$ cat src/rtl/boot_seq_pkg.sv
package boot_seq_pkg;

   localparam int CLK_HZ = 20_000_000;

   // header flag values that mark a programmed application
   localparam logic [63:0] APP_FLAG1 = 64'h1234A5A51234A5A5;
   localparam logic [63:0] APP_FLAG2 = 64'hA5A51234A5A51234;
   localparam int CALIB_HI = 31;
   localparam int CALIB_LO = 16;
   localparam logic [15:0] CALIB_PATTERN = 16'hA5A5;

   // probe rates
   localparam int BAUD_A = 57600;
   localparam int BAUD_B = 115200;
   localparam int BAUD_C = 57600;
   localparam int BAUD_D = 9600;
   localparam int SPI_HZ_0 = 8_000_000;
   localparam int SPI_HZ_1 = 4_000_000;
   localparam int SPI_HZ_2 = 2_000_000;
   localparam int SPI_HZ_3 = 1_000_000;
   localparam int I2C_HZ = 100_000;
   localparam logic [15:0] DIV_UART_A = 16'(CLK_HZ / BAUD_A);
   localparam logic [15:0] DIV_UART_B = 16'(CLK_HZ / BAUD_B);
   localparam logic [15:0] DIV_UART_C = 16'(CLK_HZ / BAUD_C);
   localparam logic [15:0] DIV_UART_D = 16'(CLK_HZ / BAUD_D);
   localparam logic [15:0] DIV_SPI_0 = 16'(CLK_HZ / SPI_HZ_0);
   localparam logic [15:0] DIV_SPI_1 = 16'(CLK_HZ / SPI_HZ_1);
   localparam logic [15:0] DIV_SPI_2 = 16'(CLK_HZ / SPI_HZ_2);
   localparam logic [15:0] DIV_SPI_3 = 16'(CLK_HZ / SPI_HZ_3);
   localparam logic [15:0] DIV_I2C = 16'(CLK_HZ / I2C_HZ);

   // answer timeout: header value counts units of this many microseconds
   localparam int TIMEOUT_UNIT_US = 100;
   localparam int TIMEOUT_UNIT_CYC = TIMEOUT_UNIT_US * (CLK_HZ / 1_000_000);
   localparam logic [15:0] TIMEOUT_DEFAULT_UNITS = 16'h0032;

   // probe step numbers
   localparam logic [3:0] STEP_FIRST = 4'h0;
   localparam logic [3:0] STEP_SPI_SLAVE_B = 4'h1;
   localparam logic [3:0] STEP_UART_A = 4'h2;
   localparam logic [3:0] STEP_UART_D = 4'h5;
   localparam logic [3:0] STEP_SPI_MASTER = 4'h6;
   localparam logic [3:0] STEP_I2C_A = 4'h7;
   localparam logic [3:0] STEP_LAST = 4'hA;
   localparam logic [3:0] STEP_USER_SPI = 4'hB;
   localparam logic [1:0] SPI_MASTER_ITER_LAST = 2'h3;

   typedef enum logic [1:0] {
      if_spi_slave,
      if_uart,
      if_spi_master,
      if_i2c
   } iface_e;

   typedef struct packed {
      logic [63:0] app_flag1;
      logic [63:0] app_flag2;
      logic [31:0] calib_flags;
      logic user_spi_en;
      logic [11:0] user_spi_pins;
      logic [15:0] uart_timeout;
   } header_s;

   typedef struct packed {
      iface_e iface;
      logic [3:0] step;
      logic [1:0] iter;
      logic [15:0] rate_div;
      logic send;
   } probe_s;

endpackage : boot_seq_pkg

$ cat src/rtl/probe_timer.sv
`timescale 1ns/1ns
module probe_timer
   import boot_seq_pkg::*;
#(
   parameter int UNIT_CYC = TIMEOUT_UNIT_CYC
) (
   input wire logic mclk,
   input wire logic nrst,
   input wire logic load,
   input wire logic [15:0] units,
   output logic expired
);
   initial begin
      if (UNIT_CYC < 1 || UNIT_CYC > 65535) $error("probe_timer: bad UNIT_CYC");
   end

   logic [15:0] pre;
   logic [15:0] left;
   logic running;
   wire unit_tick = running && (pre == 16'h0000);
   wire last_unit = unit_tick && (left == 16'h0001);

   always_ff @(posedge mclk or negedge nrst) begin
      if (!nrst) begin
         pre <= 16'h0000;
         left <= 16'h0000;
         running <= 1'b0;
         expired <= 1'b0;
      end else begin
         expired <= last_unit;
         if (load) begin
            pre <= 16'(UNIT_CYC - 1);
            left <= (units == 16'h0000) ? 16'h0001 : units;
            running <= 1'b1;
         end else if (unit_tick) begin
            pre <= 16'(UNIT_CYC - 1);
            left <= left - 16'h0001;
            running <= !last_unit;
         end else if (running) begin
            pre <= pre - 16'h0001;
         end
      end
   end
endmodule : probe_timer

$ cat src/rtl/probe_pin_router.sv
`timescale 1ns/1ns
module probe_pin_router
   import boot_seq_pkg::*;
(
   input wire logic mclk,
   input wire logic nrst,
   input wire logic active,
   input wire logic [3:0] step,
   input wire logic [11:0] user_pins,
   input wire logic [3:0] role_out,
   input wire logic [3:0] role_oe,
   output logic [3:0] role_in,
   input wire logic [7:0] port0_pin_in,
   output logic [7:0] port0_pin_out,
   output logic [7:0] port0_pin_oe
);
   // pin number used by a line role in a step
   function automatic logic [2:0] pin_of(input logic [3:0] s, input int r,
                                         input logic [11:0] up);
      logic [2:0] spi_a [4];
      logic [3:0] k;
      spi_a = '{3'h0, 3'h3, 3'h6, 3'h5};
      k = 4'h0;
      if (s == STEP_FIRST || s == STEP_SPI_MASTER) pin_of = spi_a[r];
      else if (s == STEP_SPI_SLAVE_B) pin_of = 3'(r);
      else if (s == STEP_USER_SPI) pin_of = up[r*3 +: 3];
      else begin
         k = (s >= STEP_I2C_A) ? s - STEP_I2C_A : s - STEP_UART_A;
         pin_of = 3'({k[1:0], 1'b0} + r[0]);
      end
   endfunction : pin_of

   wire four_lines = (step <= STEP_SPI_SLAVE_B) || (step == STEP_SPI_MASTER)
                     || (step == STEP_USER_SPI);
   logic [2:0] sel [4];
   logic [3:0] used;

   genvar r, p;
   generate
      for (r = 0; r < 4; r++) begin : g_role
         assign sel[r] = pin_of(step, r, user_pins);
         assign used[r] = active && (r < 2 || four_lines);
         assign role_in[r] = used[r] ? port0_pin_in[sel[r]] : 1'b1;
      end
      for (p = 0; p < 8; p++) begin : g_pin
         wire [3:0] hit;
         for (r = 0; r < 4; r++) begin : g_hit
            assign hit[r] = used[r] && (sel[r] == 3'(p));
         end
         wire drv = |(hit & role_oe);
         wire val = |(hit & role_out);
         always_ff @(posedge mclk or negedge nrst) begin
            if (!nrst) begin
               port0_pin_out[p] <= 1'b0;
               port0_pin_oe[p] <= 1'b0;
            end else begin
               port0_pin_out[p] <= val;
               port0_pin_oe[p] <= drv;
            end
         end
      end
   endgenerate
endmodule : probe_pin_router

$ cat src/rtl/boot_probe_sequencer.sv
`timescale 1ns/1ns
// Function
// - read both header flag words; normal mode only on predefined value
// - all-zero flags select development mode
// - other flag values: report faulty memory, still enable peripherals
// - development mode first initialises UART, SPI both roles and I2C
// - probe steps 0..10: SPI slave A,B, UART A-D, SPI master, I2C A-D
// - SPI slave step A on pins 0,3,6,5; step B on pins 0,1,2,3
// - UART and I2C steps A-D use pin pairs 0/1, 2/3, 4/5, 6/7
// - UART step A 57600, step B 115200, both 8-N-1
// - UART step C 57600, step D 9600, both 8-N-1
// - SPI master step uses pins 0,3,6,5 for clock, select, out, in
// - SPI master step runs four times at 8, 4, 2, 1 MHz
// - every I2C step clocks at 100 kbit/s
// - each step sends a defined character then waits for an answer
// - no answer before timeout: move on to the next step
// - on an answer both sides run the download protocol
// - user SPI configuration in header: try only that SPI path first
// - failed user SPI attempt falls back to the standard probe sequence
// - normal mode loads header configuration, checks calibration bits 31:16
// - then copy application into system RAM and run the patch routine
// - then set the remap field so address zero maps to system RAM
// - finally issue a software reset
// - boot runs only after power-up or hardware reset, not after wake-up
// - header timeout value sets the wait for an answer
module boot_probe_sequencer
   import boot_seq_pkg::*;
#(
   parameter int UNIT_CYC = TIMEOUT_UNIT_CYC
) (
   input wire logic mclk,
   input wire logic nrst,
   input wire logic cold_start,
   output logic hdr_req,
   input wire logic hdr_valid,
   input wire header_s header,
   output logic dev_mode,
   output logic normal_mode,
   output logic otp_fault,
   output logic periph_init,
   output logic periph_enable,
   output probe_s probe,
   input wire logic answer,
   input wire logic [3:0] role_out,
   input wire logic [3:0] role_oe,
   output logic [3:0] role_in,
   input wire logic [7:0] port0_pin_in,
   output logic [7:0] port0_pin_out,
   output logic [7:0] port0_pin_oe,
   output logic dl_start,
   input wire logic dl_done,
   input wire logic dl_fail,
   output logic cfg_load,
   output logic calib_ok,
   output logic copy_req,
   input wire logic copy_done,
   output logic patch_req,
   input wire logic patch_done,
   output logic address_zero_remap_field,
   output logic sw_reset,
   output logic boot_done
);
   initial begin
      if (UNIT_CYC < 1 || UNIT_CYC > 65535) $error("boot_probe_sequencer: bad UNIT_CYC");
   end

   typedef enum logic [3:0] {
      st_idle,
      st_read,
      st_decide,
      st_init,
      st_send,
      st_wait,
      st_download,
      st_cfg,
      st_copy,
      st_patch,
      st_remap,
      st_reset,
      st_fault,
      st_done
   } state_e;

   // rate divider for a step and SPI master iteration
   function automatic logic [15:0] rate_of(input logic [3:0] s, input logic [1:0] it);
      case (s)
         4'h2: rate_of = DIV_UART_A;
         4'h3: rate_of = DIV_UART_B;
         4'h4: rate_of = DIV_UART_C;
         4'h5: rate_of = DIV_UART_D;
         STEP_SPI_MASTER: begin
            case (it)
               2'h0: rate_of = DIV_SPI_0;
               2'h1: rate_of = DIV_SPI_1;
               2'h2: rate_of = DIV_SPI_2;
               default: rate_of = DIV_SPI_3;
            endcase
         end
         4'h7, 4'h8, 4'h9, STEP_LAST: rate_of = DIV_I2C;
         default: rate_of = 16'h0000;
      endcase
   endfunction : rate_of

   function automatic iface_e iface_of(input logic [3:0] s);
      if (s <= STEP_SPI_SLAVE_B || s == STEP_USER_SPI) iface_of = if_spi_slave;
      else if (s <= STEP_UART_D) iface_of = if_uart;
      else if (s == STEP_SPI_MASTER) iface_of = if_spi_master;
      else iface_of = if_i2c;
   endfunction : iface_of

   state_e state;
   state_e next_state;
   header_s hdr;
   logic armed;
   logic seen;
   logic [3:0] step;
   logic [1:0] iter;
   logic expired;

   // header decode
   wire flags_app = (hdr.app_flag1 == APP_FLAG1) && (hdr.app_flag2 == APP_FLAG2);
   wire flags_blank = (hdr.app_flag1 == 64'h0) && (hdr.app_flag2 == 64'h0);
   wire calib_match = hdr.calib_flags[CALIB_HI:CALIB_LO] == CALIB_PATTERN;
   wire [15:0] wait_units = (hdr.uart_timeout == 16'h0000) ? TIMEOUT_DEFAULT_UNITS
                            : hdr.uart_timeout;

   // step advance after a timeout or failed download
   wire from_user = step == STEP_USER_SPI;
   wire master_again = (step == STEP_SPI_MASTER) && (iter != SPI_MASTER_ITER_LAST);
   wire [3:0] next_step = from_user ? STEP_FIRST
                          : master_again ? step
                          : (step == STEP_LAST) ? STEP_FIRST
                          : step + 4'h1;
   wire [1:0] next_iter = master_again ? iter + 2'h1 : 2'h0;
   wire probing = (state == st_send) || (state == st_wait) || (state == st_download);

   always_comb begin
      next_state = state;
      case (state)
         st_idle: if (armed) next_state = st_read;
         st_read: if (hdr_valid) next_state = st_decide;
         st_decide: begin
            if (flags_app) next_state = st_cfg;
            else if (flags_blank) next_state = st_init;
            else next_state = st_fault;
         end
         st_init: next_state = st_send;
         st_send: next_state = st_wait;
         st_wait: begin
            if (answer) next_state = st_download;
            else if (expired) next_state = st_send;
         end
         st_download: begin
            if (dl_done) next_state = st_done;
            else if (dl_fail) next_state = st_send;
         end
         st_cfg: next_state = st_copy;
         st_copy: if (copy_done) next_state = st_patch;
         st_patch: if (patch_done) next_state = st_remap;
         st_remap: next_state = st_reset;
         st_reset: next_state = st_done;
         st_fault: next_state = st_fault;
         st_done: next_state = st_done;
         default: next_state = st_idle;
      endcase
   end

   wire leave_step = ((state == st_wait) && !answer && expired)
                     || ((state == st_download) && !dl_done && dl_fail);

   // power-up capture: a wake-up leaves the sequencer idle
   always_ff @(posedge mclk or negedge nrst) begin
      if (!nrst) begin
         seen <= 1'b0;
         armed <= 1'b0;
      end else begin
         seen <= 1'b1;
         if (!seen) armed <= cold_start;
         else if (state == st_idle && armed) armed <= 1'b0;
      end
   end

   always_ff @(posedge mclk or negedge nrst) begin
      if (!nrst) begin
         state <= st_idle;
         hdr <= '0;
      end else begin
         state <= next_state;
         if (state == st_read && hdr_valid) hdr <= header;
      end
   end

   always_ff @(posedge mclk or negedge nrst) begin
      if (!nrst) begin
         step <= STEP_FIRST;
         iter <= 2'h0;
      end else if (state == st_init) begin
         step <= hdr.user_spi_en ? STEP_USER_SPI : STEP_FIRST;
         iter <= 2'h0;
      end else if (leave_step) begin
         step <= next_step;
         iter <= next_iter;
      end
   end

   always_ff @(posedge mclk or negedge nrst) begin
      if (!nrst) begin
         dev_mode <= 1'b0;
         normal_mode <= 1'b0;
         otp_fault <= 1'b0;
         periph_init <= 1'b0;
         periph_enable <= 1'b0;
         dl_start <= 1'b0;
         cfg_load <= 1'b0;
         calib_ok <= 1'b0;
         address_zero_remap_field <= 1'b0;
         sw_reset <= 1'b0;
         boot_done <= 1'b0;
      end else begin
         periph_init <= state == st_init;
         dl_start <= (state == st_wait) && answer;
         cfg_load <= state == st_cfg;
         sw_reset <= state == st_reset;
         if (state == st_decide) begin
            normal_mode <= flags_app;
            dev_mode <= flags_blank;
            otp_fault <= !flags_app && !flags_blank;
            periph_enable <= !flags_app;
         end
         if (state == st_cfg) calib_ok <= calib_match;
         if (state == st_remap) address_zero_remap_field <= 1'b1;
         if (next_state == st_done && state != st_done) boot_done <= 1'b1;
      end
   end

   always_ff @(posedge mclk or negedge nrst) begin
      if (!nrst) begin
         probe <= '0;
      end else begin
         probe.iface <= iface_of(step);
         probe.step <= step;
         probe.iter <= iter;
         probe.rate_div <= rate_of(step, iter);
         probe.send <= state == st_send;
      end
   end

   assign hdr_req = state == st_read;
   assign copy_req = state == st_copy;
   assign patch_req = state == st_patch;

   probe_timer #(
      .UNIT_CYC(UNIT_CYC)
   ) u_timer (
      .mclk(mclk),
      .nrst(nrst),
      .load(state == st_send),
      .units(wait_units),
      .expired(expired)
   );

   // step pin maps: slave A/B, UART and I2C pairs, master
   probe_pin_router u_router (
      .mclk(mclk),
      .nrst(nrst),
      .active(probing),
      .step(step),
      .user_pins(hdr.user_spi_pins),
      .role_out(role_out),
      .role_oe(role_oe),
      .role_in(role_in),
      .port0_pin_in(port0_pin_in),
      .port0_pin_out(port0_pin_out),
      .port0_pin_oe(port0_pin_oe)
   );
endmodule : boot_probe_sequencer

$ cat config.mk
export PLATFORM = sky130hd
export DESIGN_NAME = boot_probe_sequencer
export DESIGN_NICKNAME = d
export VERILOG_FILES = /design/src/rtl/boot_seq_pkg.sv /design/src/rtl/probe_timer.sv /design/src/rtl/probe_pin_router.sv /design/src/rtl/boot_probe_sequencer.sv
export SDC_FILE = /design/constraint.sdc
export NUM_CORES = 1
export LEC_CHECK = 0
export BUFFER_PORTS_ARGS = -buffer_cell sky130_fd_sc_hd__buf_2
export CORE_ASPECT_RATIO = 0.75
export CORE_MARGIN = 2
export CORE_UTILIZATION = 29
export CTS_CLUSTER_SIZE = 30
export DETAILED_ROUTE_END_ITERATION = 7
export SYNTH_ARGS = -nofsm -noshare
export SYNTH_HDL_FRONTEND = slang
export SYNTH_SLANG_ARGS = --single-unit
$ cat constraint.sdc
create_clock -name mclk -period 3.1 [get_ports mclk]
set_input_delay 0.465 -clock mclk [delete_from_list [all_inputs] [get_ports mclk]]
set_output_delay 0.465 -clock mclk [all_outputs]
set_load 0.02 [all_outputs]
==> impl_metrics.env <==
export IMPL_outcome="finished, violations left"
export IMPL_violations="negative setup slack"
export IMPL_drv_cap=0
export IMPL_grt_pass1_vias=9860
export IMPL_first_pass_iters=5
export IMPL_ys_ff_latch=265
export IMPL_crit_slowest_cell="or4_1"
export IMPL_syn_to_final_growth_pct=29.8
export IMPL_critPathBufInv=3
export IMPL_drt_iter0_markers=442
export IMPL_p_int_mw=9.76
export IMPL_end_kind="output pin"
export IMPL_drive_gt1_share_pct=42.3
export IMPL_numCtsBuffers=30
export IMPL_yosysSeqAreaShare_pct=53.3
export IMPL_num_rows=65
export IMPL_netlist_area_um2=12400
export IMPL_gp_congestion=0.864
export IMPL_min_period_ns=3.24
export IMPL_combPwrFrac_pct=36.2
export IMPL_synthMuxAreaShare_pct=17.0
export IMPL_setup_worst_path_end="role_in[2]"
export IMPL_grt_pass1_wl_um=55500
export IMPL_worst_r2r_path_depth=11
export IMPL_syn_inst=1092
export IMPL_core_um2=42200
export IMPL_ys_types=74
export IMPL_cts_sinks=265
export IMPL_synth_ff_type="dfrtp_1"
export IMPL_synth_top_family_by_area="multiplexers"
export IMPL_pwr_share_clk_pct=24.4
export IMPL_yosysTopAreaCell="dfrtp_1"
export IMPL_dr_total_vias=9708
export IMPL_r2r_end="u_router.port0_pin_out[0]"
export IMPL_fin_setup_tns_ns=-0.447
export IMPL_skew_ns=0.00810
export IMPL_start_kind="flop"
export IMPL_r2r_slack_ns=0.49
export IMPL_rsz0062_at_grt="yes"
export IMPL_wire_per_inst_um=17.8
export IMPL_critPathLaunch="step[0]"
export IMPL_antenna_found_initial=17
export IMPL_start_util_pct=29.5
export IMPL_setup_violations=4
export IMPL_min_period_over_period_pct=105
export IMPL_placed_area_um2=14600
export IMPL_tightest_slew_ns=0.790
export IMPL_max_freq_mhz=308
export IMPL_grt_overflow_total=0
export IMPL_drc=0
export IMPL_yosys_area_share_simple_pct=15.6
export IMPL_power_switching_mw=5.22
export IMPL_crit_chain="inv_2, ha_2, o21bai_4, a21oi_4, buf_6, nor3_1, or4_1, o2111ai_1, o41a_1, buf_6"
export IMPL_critical_path_arrival_ns=2.78
export IMPL_p_per_area_nw_per_um2=928
export IMPL_yosysTopAreaCellShare_pct=53.3
export IMPL_setup_ws_ns=-0.143
export IMPL_total_power_mw=15.0
export IMPL_yosysWarnings=0
export IMPL_dieArea_um2=44600
export IMPL_cts_buffer_depth=3
export IMPL_required_ns=2.63
export IMPL_maxSlewViolCount=0
export IMPL_synth_edf_count=0
export IMPL_grt_usage_pct=15.7
export IMPL_asyncSetResetFlopFracSynth_pct=100
export IMPL_seq_power_share_pct=39.4
export IMPL_final_cell_mix="261 x dfrtp_1, 246 x buf_2, 175 x mux2_2"
export IMPL_synthAdderAreaFrac_pct=1.31
export IMPL_syn_area_per_cell_um2=11.4
export IMPL_ys_top_cells_by_area="dfrtp_1 53%, mux2_2 16%, nand2_1 2.7%, nor4_1 2.6%, nor2_1 1.8%"
export IMPL_dpl_hpwl_um=26500
export IMPL_cpMostUsedCell="buf_6"
export IMPL_cp_depth=10
export IMPL_die_h_um=183
export IMPL_p_leak_nw=7.32
export IMPL_min_path_type="in -> reg"
export IMPL_io_buffers=250
export IMPL_viasPerCell=4.87
export IMPL_antenna_left=0
export IMPL_switching_share_pct=34.9
export IMPL_cts_root_buf="clkbuf_16"
export IMPL_die_w_um=243
export IMPL_fin_area_um2=16100
export IMPL_path_class="reg -> out"
export IMPL_fin_nets=1620
export IMPL_clk_latency_ns=0.57
export IMPL_maxSlewHeadroom_pct=47.3
export IMPL_synth_xor_area_share_pct=1.20
export IMPL_r2r_start="step[0]"
export IMPL_final_hold_violation_count=0
export IMPL_io_pin_count=273
export IMPL_vdd_ir_drop_worst_v=0.000529
export IMPL_routed_wl_um=35400
export IMPL_critical_path_max_stage_delay_ns=0.48
export IMPL_crit_family="compound AO/OA/AOI/OAI gates"
export IMPL_cts_clk_slew_worst_paths_ns=0.06
export IMPL_cp_max_fo=8
export IMPL_grt_max_degree=131
export IMPL_final_common_cell="dfrtp_1"
export IMPL_cts_tree="yes"
export IMPL_synth_compound_area_share_pct=8.96
export IMPL_cts_htree_levels=1
-- synthesized netlist by cell type (7+ instances only) --
cell and number:
and3_1 12, o211ai_1 13, a21oi_1 40, nor4_1 52, and2_1 11, nor2b_1 15
a22oi_1 15, o21ai_0 33, nand4_1 20, nor2_1 61, clkbuf_1 34, dfrtp_1 265
nand2b_1 7, xnor2_1 11, nor3_1 30, mux2i_1 12, buf_2 12, nand3_1 23
ha_1 13, or3_1 10, nand2_1 88, mux2_2 175, inv_1 17
-- kinds of logic (layout without fill, tap and decap cells) --
kind of cell,after synthesis,in the layout
buf+inv,75,391
other cells,2,19
compound gates,166,166
simple gates,366,366
flops,265,265
fa+ha+maj,13,13
xor+xnor,17,17
mux,188,188
-- worst reg2reg max path: cells and delay by family, from the launching register on --
family | cells | cell delay, ns
AO/OA/AOI/OAI | 4 | 0.61
adder cells (fa/ha/maj) | 1 | 0.16
buffers and inverters | 4 | 0.60
flip-flops | 1 | 0.45
AND/OR/NAND/NOR | 2 | 0.65
-- layer usage --
metal  track usage (%)  vias to the layer above  part of all wire, %
met2              25.2                      250                   46
li1                  -                     4619                    -
met1              20.8                     4769                   45
met5                 0                        -                 0.21
met4              3.36                       12                  2.1
met3              4.96                       58                  7.1
-- final cells by class --
type / count / area (µm²)
Antenna cell: 12 / 30.0
Clock buffer: 40 / 838
Clock inverter: 12 / 180
Fill cell: 4140 / 26100
Inverter: 18 / 77.6
Multi-Input combinational cell: 757 / 5800
Sequential cell: 265 / 6640
Tap cell: 569 / 712
Timing Repair Buffer: 321 / 1870
-- flip-flops by register name, indices dropped and copies added (netlist names), 2 cells and up --
register and count:
state 4, step 4, u_timer.pre 16, iter 2, probe 19, u_router.port0_pin_out 8
u_timer.left 16, hdr 173, u_router.port0_pin_oe 8
-- power groups by stage --
| stage | Sequential [mW] | Combinational (mW) | Clock (mW) |
|---|---|---|---|
| after floorplan | 5.75 | 3.28 | 0 |
| after global placement | 5.88 | 4.79 | 0 |
| after detailed placement | 5.94 | 4.88 | 0 |
| after CTS | 5.90 | 5.33 | 3.79 |
| after global routing | 6.10 | 5.95 | 3.94 |
| final | 5.90 | 5.42 | 3.65 |
-- stage by stage --
stage	hold slack (ns)	instances	utilization, %	setup slack (ns)
after global routing	0.0869	1985	38.2	-0.253
after CTS	0.0806	1976	37.9	-0.163
after global placement	0.412	1905	34.5	0.131
final	0.121	1994	38.3	-0.143
after floorplan	0.169	1097	-	0.258
after detailed placement	0.413	1905	34.5	0.0850
-- how the worst min path moves through the flow --
stage | from | endpoint | slack, ns | cells past startpoint
5_1_grt | header[133] | hdr[133] | 0.09 | 2
2_1_floorplan | nrst | address_zero_remap_field | 0.17 | 0
3_3_place_gp | nrst | hdr[142] | 0.41 | 1
6_report | header[50] | hdr[50] | 0.12 | 2
3_5_place_dp | nrst | hdr[142] | 0.41 | 1
4_1_cts | header[59] | hdr[59] | 0.08 | 2
-- timing repair --
| action | CTS | global route |
|---|---|---|
| hold buffers | 1 | 0 |
| endpoints found under the hold margin | 52 | 0 |
| resized for setup | 58 | 13 |
| setup buffers | 18 | 6 |
| endpoints found under the setup margin | 4 | 4 |
| pin swaps | 13 | 4 |
Power figures use the tool's default switching activity.
